### src/port78_pkg.sv
// Purpose: shared constants and types for the port 7 / port 8 pin logic
// Assumes: 32-bit AHB-Lite register bus, one word per register
// Notes:   register offsets are byte addresses within the slave window
package port78_pkg;

	// register byte offsets, decoded on the low address byte
	localparam logic [7:0] OFF_P7_DIR = 8'h00;
	localparam logic [7:0] OFF_P7_LAT = 8'h04;
	localparam logic [7:0] OFF_P8_DIR = 8'h08;
	localparam logic [7:0] OFF_P8_LAT = 8'h0C;

	// reset values
	localparam logic [7:0] DIR_RESET  = 8'h00;
	localparam logic [7:0] LAT_RESET  = 8'h00;
	localparam logic [7:0] OE_N_RESET = 8'hFF;

	// port 7 read-back: unimplemented bits 7 and 3..0 read as one
	localparam logic [7:0] P7_ONES    = 8'h8F;
	localparam logic [7:0] WO_READ    = 8'h00;
	localparam logic [23:0] WORD_PAD  = 24'h000000;

	// timer V output-select value that leaves the pin to the port
	localparam logic [3:0] TV_OS_PORT = 4'h0;

	// timer W I/O control codes that make a pin a timer output
	localparam logic [2:0] TW_CODE_OUT    = 3'h1;
	localparam logic [1:0] TW_CODE_OUT_HI = 2'h1;
	localparam int         TW_CODE_W      = 3;

	// pin positions
	localparam int P7_TMO_BIT  = 6;
	localparam int P7_TCLK_BIT = 5;
	localparam int P7_TRST_BIT = 4;
	localparam int P8_TCLK_BIT = 0;
	localparam int P8_TW_LO    = 1;
	localparam int P8_TW_HI    = 4;

	// AHB-Lite encodings
	localparam logic [1:0] HTRANS_NONSEQ = 2'h2;
	localparam logic [1:0] HTRANS_SEQ    = 2'h3;
	localparam logic [2:0] HSIZE_WORD    = 3'h2;
	localparam logic       HRESP_OKAY    = 1'b0;

	typedef enum logic [3:0]
	{
		SEL_NONE   = 4'b0000,
		SEL_P7_DIR = 4'b0001,
		SEL_P7_LAT = 4'b0010,
		SEL_P8_DIR = 4'b0100,
		SEL_P8_LAT = 4'b1000
	} reg_sel_t;

endpackage

### src/port78_gpio.sv
// Purpose: port 7 and port 8 general I/O with timer V / timer W sharing
// Assumes: timer settings arrive on hclk; pins are asynchronous
// Notes:   zero-wait-state AHB-Lite slave, every answer OKAY
`timescale 1ns/1ps

// How it works
// - port 7 direction bit: 1 output, 0 input
// - timer V select beats direction on pin 6
// - select 0000 gives port pin, else timer
// - pins 5 and 4 always feed timer V
// - port 7 latch drives its output pins
// - port 7 read: latch if output, else pin
// - port 7 bits 7 and 3..0 read one
// - port 8 direction bit: 1 output, 0 input
// - timer W settings beat port on pins 4..1
// - pin 0 always feeds timer W clock
// - port 8 latch drives its output pins
// - port 8 read: latch if output, else pin
// - codes 001, 01x make timer W output
module port78_gpio
(
	// bus clock and reset
	input  wire logic        hclk,
	input  wire logic        hresetn,
	// AHB-Lite slave
	input  wire logic        hsel,
	input  wire logic [31:0] haddr,
	input  wire logic [1:0]  htrans,
	input  wire logic        hwrite,
	input  wire logic [2:0]  hsize,
	input  wire logic        hready,
	input  wire logic [31:0] hwdata,
	output logic             hreadyout,
	output logic             hresp,
	output logic      [31:0] hrdata,
	// timer V side
	input  wire logic [3:0]  timer_v_output_select,
	input  wire logic        timer_v_output,
	output logic             timer_v_clock_input,
	output logic             timer_v_reset_input,
	// timer W side, channels a..d on bits 0..3
	input  wire logic [11:0] timer_w_io_control,
	input  wire logic [3:0]  timer_w_channel_out,
	output logic      [3:0]  timer_w_channel_in,
	output logic             timer_w_clock_input,
	// port 7 pins 6..4
	input  wire logic [6:4]  p7_pin_in,
	output logic      [6:4]  p7_pin_out,
	output logic      [6:4]  p7_pin_oe_n,
	// port 8 pins 7..0
	input  wire logic [7:0]  p8_pin_in,
	output logic      [7:0]  p8_pin_out,
	output logic      [7:0]  p8_pin_oe_n
);

	logic [6:4]                p7_dir_q;
	logic [6:4]                p7_dir_d;
	logic [6:4]                p7_lat_q;
	logic [6:4]                p7_lat_d;
	logic [7:0]                p8_dir_q;
	logic [7:0]                p8_dir_d;
	logic [7:0]                p8_lat_q;
	logic [7:0]                p8_lat_d;
	logic [6:4]                p7_meta_q;
	logic [6:4]                p7_sync_q;
	logic [7:0]                p8_meta_q;
	logic [7:0]                p8_sync_q;
	logic                      addr_phase;
	logic                      wr_pend_q;
	port78_pkg::reg_sel_t      wr_sel_q;
	port78_pkg::reg_sel_t      rd_sel;
	logic                      hreadyout_q;
	logic                      hresp_q;
	logic [31:0]               hrdata_q;
	logic [6:4]                p7_out_d;
	logic [6:4]                p7_oe_n_d;
	logic [6:4]                p7_out_q;
	logic [6:4]                p7_oe_n_q;
	logic [7:0]                p8_out_d;
	logic [7:0]                p8_oe_n_d;
	logic [7:0]                p8_out_q;
	logic [7:0]                p8_oe_n_q;

	function automatic port78_pkg::reg_sel_t decode(input logic [7:0] a);
		port78_pkg::reg_sel_t s;
		s = port78_pkg::SEL_NONE;
		case (a)
			port78_pkg::OFF_P7_DIR: s = port78_pkg::SEL_P7_DIR;
			port78_pkg::OFF_P7_LAT: s = port78_pkg::SEL_P7_LAT;
			port78_pkg::OFF_P8_DIR: s = port78_pkg::SEL_P8_DIR;
			port78_pkg::OFF_P8_LAT: s = port78_pkg::SEL_P8_LAT;
			default:                s = port78_pkg::SEL_NONE;
		endcase
		return s;
	endfunction

	function automatic logic tw_is_timer(input logic [2:0] code);
		return (code == port78_pkg::TW_CODE_OUT)
			|| (code[2:1] == port78_pkg::TW_CODE_OUT_HI);
	endfunction

	// pins are asynchronous: two flops before any use
	always_ff @(posedge hclk or negedge hresetn)
	begin
		if (!hresetn)
		begin
			p7_meta_q <= '0;
			p7_sync_q <= '0;
			p8_meta_q <= '0;
			p8_sync_q <= '0;
		end
		else
		begin
			p7_meta_q <= p7_pin_in;
			p7_sync_q <= p7_meta_q;
			p8_meta_q <= p8_pin_in;
			p8_sync_q <= p8_meta_q;
		end
	end

	assign timer_v_clock_input = p7_sync_q[port78_pkg::P7_TCLK_BIT];
	assign timer_v_reset_input = p7_sync_q[port78_pkg::P7_TRST_BIT];
	assign timer_w_clock_input = p8_sync_q[port78_pkg::P8_TCLK_BIT];
	assign timer_w_channel_in =
		p8_sync_q[port78_pkg::P8_TW_HI:port78_pkg::P8_TW_LO];

	// bus address phase; only word writes land in a register
	assign addr_phase = hsel && hready
		&& (htrans == port78_pkg::HTRANS_NONSEQ
		|| htrans == port78_pkg::HTRANS_SEQ);
	assign rd_sel = decode(haddr[7:0]);

	always_ff @(posedge hclk or negedge hresetn)
	begin
		if (!hresetn)
		begin
			wr_pend_q <= 1'b0;
			wr_sel_q  <= port78_pkg::SEL_NONE;
		end
		else if (hready)
		begin
			wr_pend_q <= addr_phase && hwrite
				&& (hsize == port78_pkg::HSIZE_WORD);
			wr_sel_q  <= rd_sel;
		end
	end

	// write data arrives in the data phase
	always_comb
	begin
		p7_dir_d = p7_dir_q;
		p7_lat_d = p7_lat_q;
		p8_dir_d = p8_dir_q;
		p8_lat_d = p8_lat_q;
		if (wr_pend_q)
		begin
			case (wr_sel_q)
				port78_pkg::SEL_P7_DIR: p7_dir_d = hwdata[6:4];
				port78_pkg::SEL_P7_LAT: p7_lat_d = hwdata[6:4];
				port78_pkg::SEL_P8_DIR: p8_dir_d = hwdata[7:0];
				port78_pkg::SEL_P8_LAT: p8_lat_d = hwdata[7:0];
				default: p7_dir_d = p7_dir_q;
			endcase
		end
	end

	always_ff @(posedge hclk or negedge hresetn)
	begin
		if (!hresetn)
		begin
			p7_dir_q <= port78_pkg::DIR_RESET[6:4];
			p7_lat_q <= port78_pkg::LAT_RESET[6:4];
			p8_dir_q <= port78_pkg::DIR_RESET;
			p8_lat_q <= port78_pkg::LAT_RESET;
		end
		else
		begin
			p7_dir_q <= p7_dir_d;
			p7_lat_q <= p7_lat_d;
			p8_dir_q <= p8_dir_d;
			p8_lat_q <= p8_lat_d;
		end
	end

	// read data built from the _d values, so a read right after a
	// write to the same register sees the new value
	always_ff @(posedge hclk or negedge hresetn)
	begin
		if (!hresetn)
			hrdata_q <= '0;
		else if (addr_phase && !hwrite)
		begin
			case (rd_sel)
				port78_pkg::SEL_P7_LAT: hrdata_q <= {port78_pkg::WORD_PAD,
					port78_pkg::P7_ONES | {1'b0,
					(p7_dir_d & p7_lat_d) | (~p7_dir_d & p7_sync_q), 4'h0}};
				port78_pkg::SEL_P8_LAT: hrdata_q <= {port78_pkg::WORD_PAD,
					(p8_dir_d & p8_lat_d) | (~p8_dir_d & p8_sync_q)};
				// direction registers are write-only
				default: hrdata_q <= {port78_pkg::WORD_PAD,
					port78_pkg::WO_READ};
			endcase
		end
	end

	// never stalls and never errors
	always_ff @(posedge hclk or negedge hresetn)
	begin
		if (!hresetn)
		begin
			hreadyout_q <= 1'b1;
			hresp_q     <= port78_pkg::HRESP_OKAY;
		end
		else
		begin
			hreadyout_q <= 1'b1;
			hresp_q     <= port78_pkg::HRESP_OKAY;
		end
	end

	assign hreadyout = hreadyout_q;
	assign hresp     = hresp_q;
	assign hrdata    = hrdata_q;

	// port 7 pin drive
	always_comb
	begin
		p7_out_d  = p7_lat_q;
		p7_oe_n_d = ~p7_dir_q;
		if (timer_v_output_select != port78_pkg::TV_OS_PORT)
		begin
			p7_out_d[port78_pkg::P7_TMO_BIT]  = timer_v_output;
			p7_oe_n_d[port78_pkg::P7_TMO_BIT] = 1'b0;
		end
	end

	// port 8 pin drive
	genvar i;
	generate
		for (i = 0; i < 8; i++)
		begin : g_p8
			if (i >= port78_pkg::P8_TW_LO && i <= port78_pkg::P8_TW_HI)
			begin : g_tw
				logic tw_out;
				assign tw_out = tw_is_timer(timer_w_io_control[
					port78_pkg::TW_CODE_W * (i - port78_pkg::P8_TW_LO)
					+: port78_pkg::TW_CODE_W]);
				assign p8_out_d[i]  = tw_out
					? timer_w_channel_out[i - port78_pkg::P8_TW_LO]
					: p8_lat_q[i];
				assign p8_oe_n_d[i] = tw_out ? 1'b0 : ~p8_dir_q[i];
			end
			else
			begin : g_plain
				assign p8_out_d[i]  = p8_lat_q[i];
				assign p8_oe_n_d[i] = ~p8_dir_q[i];
			end
		end
	endgenerate

	// registered pins cost one cycle but keep outputs glitch-free
	always_ff @(posedge hclk or negedge hresetn)
	begin
		if (!hresetn)
		begin
			p7_out_q  <= port78_pkg::LAT_RESET[6:4];
			p7_oe_n_q <= port78_pkg::OE_N_RESET[6:4];
			p8_out_q  <= port78_pkg::LAT_RESET;
			p8_oe_n_q <= port78_pkg::OE_N_RESET;
		end
		else
		begin
			p7_out_q  <= p7_out_d;
			p7_oe_n_q <= p7_oe_n_d;
			p8_out_q  <= p8_out_d;
			p8_oe_n_q <= p8_oe_n_d;
		end
	end

	assign p7_pin_out  = p7_out_q;
	assign p7_pin_oe_n = p7_oe_n_q;
	assign p8_pin_out  = p8_out_q;
	assign p8_pin_oe_n = p8_oe_n_q;
endmodule

### config.mk
export PLATFORM = sky130hd
export DESIGN_NAME = port78_gpio
export DESIGN_NICKNAME = d
export VERILOG_FILES = /design/src/port78_pkg.sv /design/src/port78_gpio.sv
export SDC_FILE = /design/constraint.sdc
export NUM_CORES = 1
export LEC_CHECK = 0
export BUFFER_PORTS_ARGS = -buffer_cell sky130_fd_sc_hd__buf_2
export CORE_MARGIN = 1.5
export CORE_UTILIZATION = 30
export DETAILED_ROUTE_END_ITERATION = 12
export MAX_ROUTING_LAYER = met4
export SYNTH_ARGS = -nofsm -noshare
export SYNTH_HDL_FRONTEND = slang
export SYNTH_SLANG_ARGS = --single-unit
### constraint.sdc
create_clock -name hclk -period 2.25 [get_ports hclk]
set_input_delay 0 -clock hclk [delete_from_list [all_inputs] [get_ports hclk]]
set_output_delay 0 -clock hclk [all_outputs]
set_load 0.05 [all_outputs]
==> results of run 1 <==
## sequential cells by signal, summed over array words and instances, names as in the netlist
signal       cells
hrdata           8
p8_dir_q         8
p8_lat_q         8
p8_meta_q        8
p8_pin_oe_n      8
p8_pin_out       8
p8_sync_q        8
wr_sel_q         4
p7_dir_q         3
p7_lat_q         3
p7_meta_q        3
p7_pin_oe_n      3
p7_pin_out       3
p7_sync_q        3
wr_pend_q        1
## area by class of cell
class                      instances  area (um2)  area share [%]
tap                              140         175            3.87
timing repair buffer             143         956            21.1
clock inverter                     3        90.1            1.99
multi-input combinational        161        1100            24.3
inverter                          16        60.1            1.33
sequential                        79        1990            43.9
clock buffer                      13         159            3.51
## worst paths after layout
check | startpoint | to | slack [ns] | depth (start not counted)
hold reg to reg | p8_meta_q[4]$_DFF_PN0_ | p8_sync_q[4]$_DFF_PN0_ | 0.35 | 0
min in group asynchronous | hresetn | p8_lat_q[4]$_DFF_PN0_ | 0.18 | 2
setup / recovery | wr_pend_q$_DFFE_PN0P_ | hrdata[6]$_DFFE_PN0P_ | 0.31 | 5
max in group asynchronous | hresetn | p8_pin_oe_n[0]$_DFF_PN1_ | 1.35 | 3
setup reg to reg | wr_pend_q$_DFFE_PN0P_ | hrdata[6]$_DFFE_PN0P_ | 0.31 | 5
hold / removal | haddr[7] | wr_sel_q[0]$_DFFE_PN0P_ | 0.03 | 4
## power by group
group          internal (mW)  switching, mW
Combinational          0.160          0.328
Sequential              1.50         0.0368
Clock                  0.799          0.479
## cell families (layout without fill, tap and decap cells)
logic type	after synthesis	in the layout
AO/OA/AOI/OAI	33	33
other	2	26
buffers and inverters	54	175
AND/OR/NAND/NOR	68	68
XOR/XNOR	1	1
flip-flops	79	79
multiplexers	33	33
## layout by cell type, fill, tap and decap left out, types with 3 or more instances in the layout
cell	count
bufinv_16	3
o22ai_1	5
conb_1	26
dfrtp_1	68
mux2i_1	10
a211oi_1	3
inv_1	16
clkbuf_8	11
o21ai_0	5
o31ai_1	3
buf_2	92
dfstp_2	11
o211ai_1	5
buf_4	6
mux2_4	4
nand2_1	28
nor2_1	15
mux2_2	19
nand3_1	5
dlygate4sd3_1	45
## worst reg2reg max path: cells and delay by family, from the launching register on
family	cells	cell delay [ns]
flops	1	0.50
compound gates	3	0.73
simple gates	2	0.60
## metal layers
metal,up-vias,GRT usage [%]
met5,-,-
met4,0,5.55
met3,9,2.95
met2,75,19.9
met1,1159,15.4
li1,1152,-
## timing repair
item,in CTS,in global routing
hold buffers,45,0
hold endpoints to repair,84,0
resized for setup,0,0
==> flow_metrics.tcl, run 1 <==
set metrics [dict create \
    cp_slowest_stage_delay_ns 0.50 \
    start_util_pct 30.8 \
    stdcell_area_um2 4530 \
    die_w_um 108 \
    synth_top_area_share_pct 51.0 \
    cts_buffers 9 \
    grt_first_pass_wirelength_um 11000 \
    yosysWarnings 0 \
    place_congestion 0.737 \
    die_h_um 108 \
    skew_ns 0.0105 \
    io_buffers 93 \
    cts_sinks 79 \
    routed_via_density 4.32 \
    end_kind "flop" \
    cts_setup_buffers 0 \
    io_pins 169 \
    status "complete, no violations" \
    avgSynthCellArea_um2 12.4 \
    start_kind "flop" \
    cts-htree-levels 3 \
    power_leakage_nw 2.13 \
    top_layer "met4" \
    track_usage_pct 12.6 \
    final_antenna_net_count 0 \
    coreArea_um2 10800 \
    first_global_vias 2329 \
    cp_top_family "compound AO/OA/AOI/OAI gates" \
    setup_ws_ns 0.312 \
    ys_seq_area_share_pct 59.7 \
    grt_max_degree 44 \
    met3_length_um 366 \
    p_total_mw 3.30 \
    drive_above_1_share_pct 37.3 \
    routed-wl-met2_um 3400 \
    cp_num_buf_inv 0 \
    worst_pin_slew_ns 0.532 \
    synth_common_cells "dfrtp_1 (68), buf_4 (30), nand2_1 (28)" \
    dp.cells 494 \
    synth_edf_count 0 \
    post_layout_nonfiller_instances 555 \
    ys_top_cells_by_area "dfrtp_1 (51%), dfstp_2 (8.7%), buf_4 (6.7%)" \
    wl_met1_um 3100 \
    place_worst_setup_slack_ns 0.304 \
    yosys.area.top_type "dfrtp_1" \
    synth-async-reset-ratio_pct 100 \
    dp_hpwl_um 5000 \
    required_ns 2.48 \
    setup-tns-final_ns 0 \
    synth.distinct_cells 45 \
    synth_xor_area_share_pct 0.262 \
    num_rows 38 \
    synth.area.mux_share_pct 11.2 \
    arrival_ns 2.16 \
    synth_seq_cells 79 \
    finalMaxSlewViolations 0 \
    hp-class "primary input to flop" \
    synth_top_family_by_area "multiplexers" \
    antenna_found_initial 0 \
    dpl_cell_area_um2 3830 \
    finalSetupViolCount 0 \
    path_class "flop to flop" \
    timing.final.crit_share_pct 86.1 \
    cts_tree "built" \
    peakVddDrop_mv 0.293 \
    yosys.area_share.simple_pct 10.9 \
    path_clk_slew_ns 0.08 \
    hold_slack_ns 0.0272 \
    cts_buffer_depth 2 \
    slowest_stage "dfrtp_1" \
    synth_compound_area_share_pct 7.72 \
    dieArea_um2 11800 \
    drtIter0Drc 85 \
    nNetsFinal 516 \
    synth-main-ff-cell "dfrtp_1" \
    num-fill-cells 1044 \
    drt_wl_total_um 7000 \
    cp_max_fo 8 \
    area_growth_pct 35.8 \
    insertedDiodeCount 0 \
    hold_viol 0 \
    synthCells 270 \
    cts-root-buf "clkbuf_8" \
    dr_total_vias 2395 \
    final_util_pct 41.8 \
    drtPass1Iterations 4 \
    drc 0 \
    synth.most_common_cell "dfrtp_1" \
    synth_area_um2 3340 \
    cap_violations 0 \
    avgRoutedWirePerCell_um 12.6 \
    grt_overflow 0 \
    crit_chain "nor3b_4, nand3_2, a211o_1, a221oi_1, o31ai_1" \
    max_freq_mhz 516 \
    clk_latency_ns 0.35 \
    rsz0062_at_grt "false" \
    fin_crit_ns 1.94 \
    relSlewSlack_pct 64.5 \
    synth_fa_ha_area_share_pct 0 \
    cellPowerDensity_nw_per_um2 728 \
]
No activity file was read; power rests on OpenSTA's default activity.
==> run 2, diff against run 1 <==
--- a/config.mk
+++ b/config.mk
@@ -5,7 +5,7 @@
 export SDC_FILE = /design/constraint.sdc
 export NUM_CORES = 1
 export LEC_CHECK = 0
-export BUFFER_PORTS_ARGS = -buffer_cell sky130_fd_sc_hd__buf_2
+export BUFFER_PORTS_ARGS = -buffer_cell sky130_fd_sc_hd__buf_4
 export CORE_MARGIN = 1.5
 export CORE_UTILIZATION = 30
 export DETAILED_ROUTE_END_ITERATION = 12
==> flow_metrics.tcl, run 2 (synthesized netlist as in run 1, its figures left out) <==
set metrics [dict create \
    status "complete, no violations" \
    area_growth_pct 41.0 \
    worst_pin_slew_ns 0.501 \
    cts-root-buf "clkbuf_8" \
    swShare_pct 28.6 \
    finalMaxSlewViolations 0 \
    dr_total_vias 2390 \
    start_kind "flop" \
    p_switching_mw 0.866 \
    multi_input_area_um2 1100 \
    final_cell_mix "buf_4 (99), dfrtp_1 (68), dlygate4sd3_1 (46)" \
    clk_latency_ns 0.36 \
    finalSetupViolCount 0 \
    final_util_pct 43.4 \
    nNetsFinal 518 \
    rsz0062_at_grt "false" \
    routed_via_density 4.29 \
    dpl_cell_area_um2 4070 \
    arrival_ns 2.18 \
    peakVddDrop_mv 0.218 \
    coreArea_um2 10800 \
    num_rows 38 \
    drtPass1Iterations 4 \
    place_congestion 0.752 \
    cp_slowest_stage_delay_ns 0.45 \
    cp_max_fo 10 \
    drive_above_1_share_pct 37.6 \
    stdcell_area_um2 4710 \
    drtIter0Drc 96 \
    antenna_found_initial 0 \
    drt_wl_total_um 7300 \
    power_frac_comb_pct 17.9 \
    gr-usage-met3_pct 2.17 \
    cellPowerDensity_nw_per_um2 643 \
    cts_sinks 79 \
    grt_max_degree 42 \
    timing.final.crit_share_pct 87.3 \
    setup-tns-final_ns 0 \
    cts_buffer_depth 2 \
    cts_buffers 9 \
    insertedDiodeCount 0 \
    start_util_pct 30.8 \
    power_leakage_nw 2.19 \
    max_freq_mhz 509 \
    io_pins 169 \
    hp-class "primary input to flop" \
    die_w_um 108 \
    required_ns 2.47 \
    final_antenna_net_count 0 \
    final_common_cell "buf_4" \
    busiest_layer "met2" \
    cp_top_family "simple AND/OR/NAND/NOR gates" \
    gr-usage-met2_pct 21.7 \
    grt_overflow 0 \
    crit_chain "nor2_4, and3_1, buf_4, mux2_4, mux2i_1, o211ai_1" \
    dieArea_um2 11800 \
    pwr-share-seq_pct 50.7 \
    place_worst_setup_slack_ns 0.283 \
    setup_ws_ns 0.286 \
    end_kind "flop" \
    cts_setup_buffers 0 \
    pwr-share-clk_pct 31.3 \
    io_buffers 93 \
    cp_num_buf_inv 1 \
    path_clk_slew_ns 0.07 \
    first_global_vias 2375 \
    hold_viol 0 \
    grt_first_pass_wirelength_um 11400 \
    track_usage_pct 13.3 \
    fin_crit_ns 1.96 \
    skew_ns 0.00735 \
    drc 0 \
    cts_tree "built" \
    seq_area_um2 1990 \
    path_class "flop to flop" \
    die_h_um 108 \
    slowest_stage "dfrtp_1" \
    num-fill-cells 1031 \
    avgRoutedWirePerCell_um 13.1 \
    p_int_mw 2.16 \
    dp_hpwl_um 5180 \
    cap_violations 0 \
    relSlewSlack_pct 66.6 \
    cts-htree-levels 3 \
    grt_util_met1_pct 15.8 \
]
## run 2: power by group through the flow
| stage | logic [mW] | registers [mW] | clock network (mW) |
|---|---|---|---|
| 4_1_cts | 0.548 | 1.54 | 0.995 |
| 5_1_grt | 0.579 | 1.55 | 1.05 |
| 6_report | 0.543 | 1.54 | 0.949 |
| 2_1_floorplan | 0.233 | 1.66 | 0 |
| 3_3_place_gp | 0.477 | 1.56 | 0 |
| 3_5_place_dp | 0.482 | 1.56 | 0 |
## run 2: area by class of cell
cell class | instances | share of cell area [%]
flip-flops and latches | 79 | 42.3
repair buffers | 145 | 25.6
multi-input cells | 161 | 23.4
well taps | 140 | 3.72
clock buffers | 12 | 3.30
inverters | 16 | 1.28
clock inverters | 4 | 0.425
## run 2: worst paths after layout
path                       slack (ns)                        to  depth (start not counted)               startpoint
min reg2reg                      0.35    p8_sync_q[4]$_DFF_PN0_                          0   p8_meta_q[4]$_DFF_PN0_
max reg2reg                      0.29     hrdata[3]$_DFFE_PN0P_                          6  wr_sel_q[0]$_DFFE_PN0P_
max in group asynchronous        1.38  p8_pin_oe_n[0]$_DFF_PN1_                          3                  hresetn
min in group asynchronous        0.15   p7_pin_out[6]$_DFF_PN0_                          2                  hresetn
min                              0.02   wr_sel_q[0]$_DFFE_PN0P_                          3                 haddr[2]
max                              0.29     hrdata[3]$_DFFE_PN0P_                          6  wr_sel_q[0]$_DFFE_PN0P_
## run 2: through the flow
stage / total power [mW] / instances / hold slack, ns
2_1_floorplan: 1.90 / 294 / -0.296
6_report: 3.03 / 557 / 0.0174
5_1_grt: 3.17 / 557 / 0.0100
4_1_cts: 3.08 / 557 / 0.00240
3_3_place_gp: 2.04 / 495 / 0.00976
3_5_place_dp: 2.05 / 495 / 0.00859
## run 2: repair_timing
item                                   4_1_cts  5_1_grt
endpoints found under the hold margin       87        0
resized for setup                            0        0
hold buffers                                46        0
## run 2: tightest hold or removal path, stage by stage
cell	delay [ns]
buf_4	0.08
nand3b_1	0.15
o22ai_1	0.10
## run 2: layer usage
layer | vias up | routed length [um]
met5 | - | 0
li1 | 1155 | -
met4 | 0 | 178
met3 | 12 | 303
met2 | 76 | 3630
met1 | 1147 | 3180
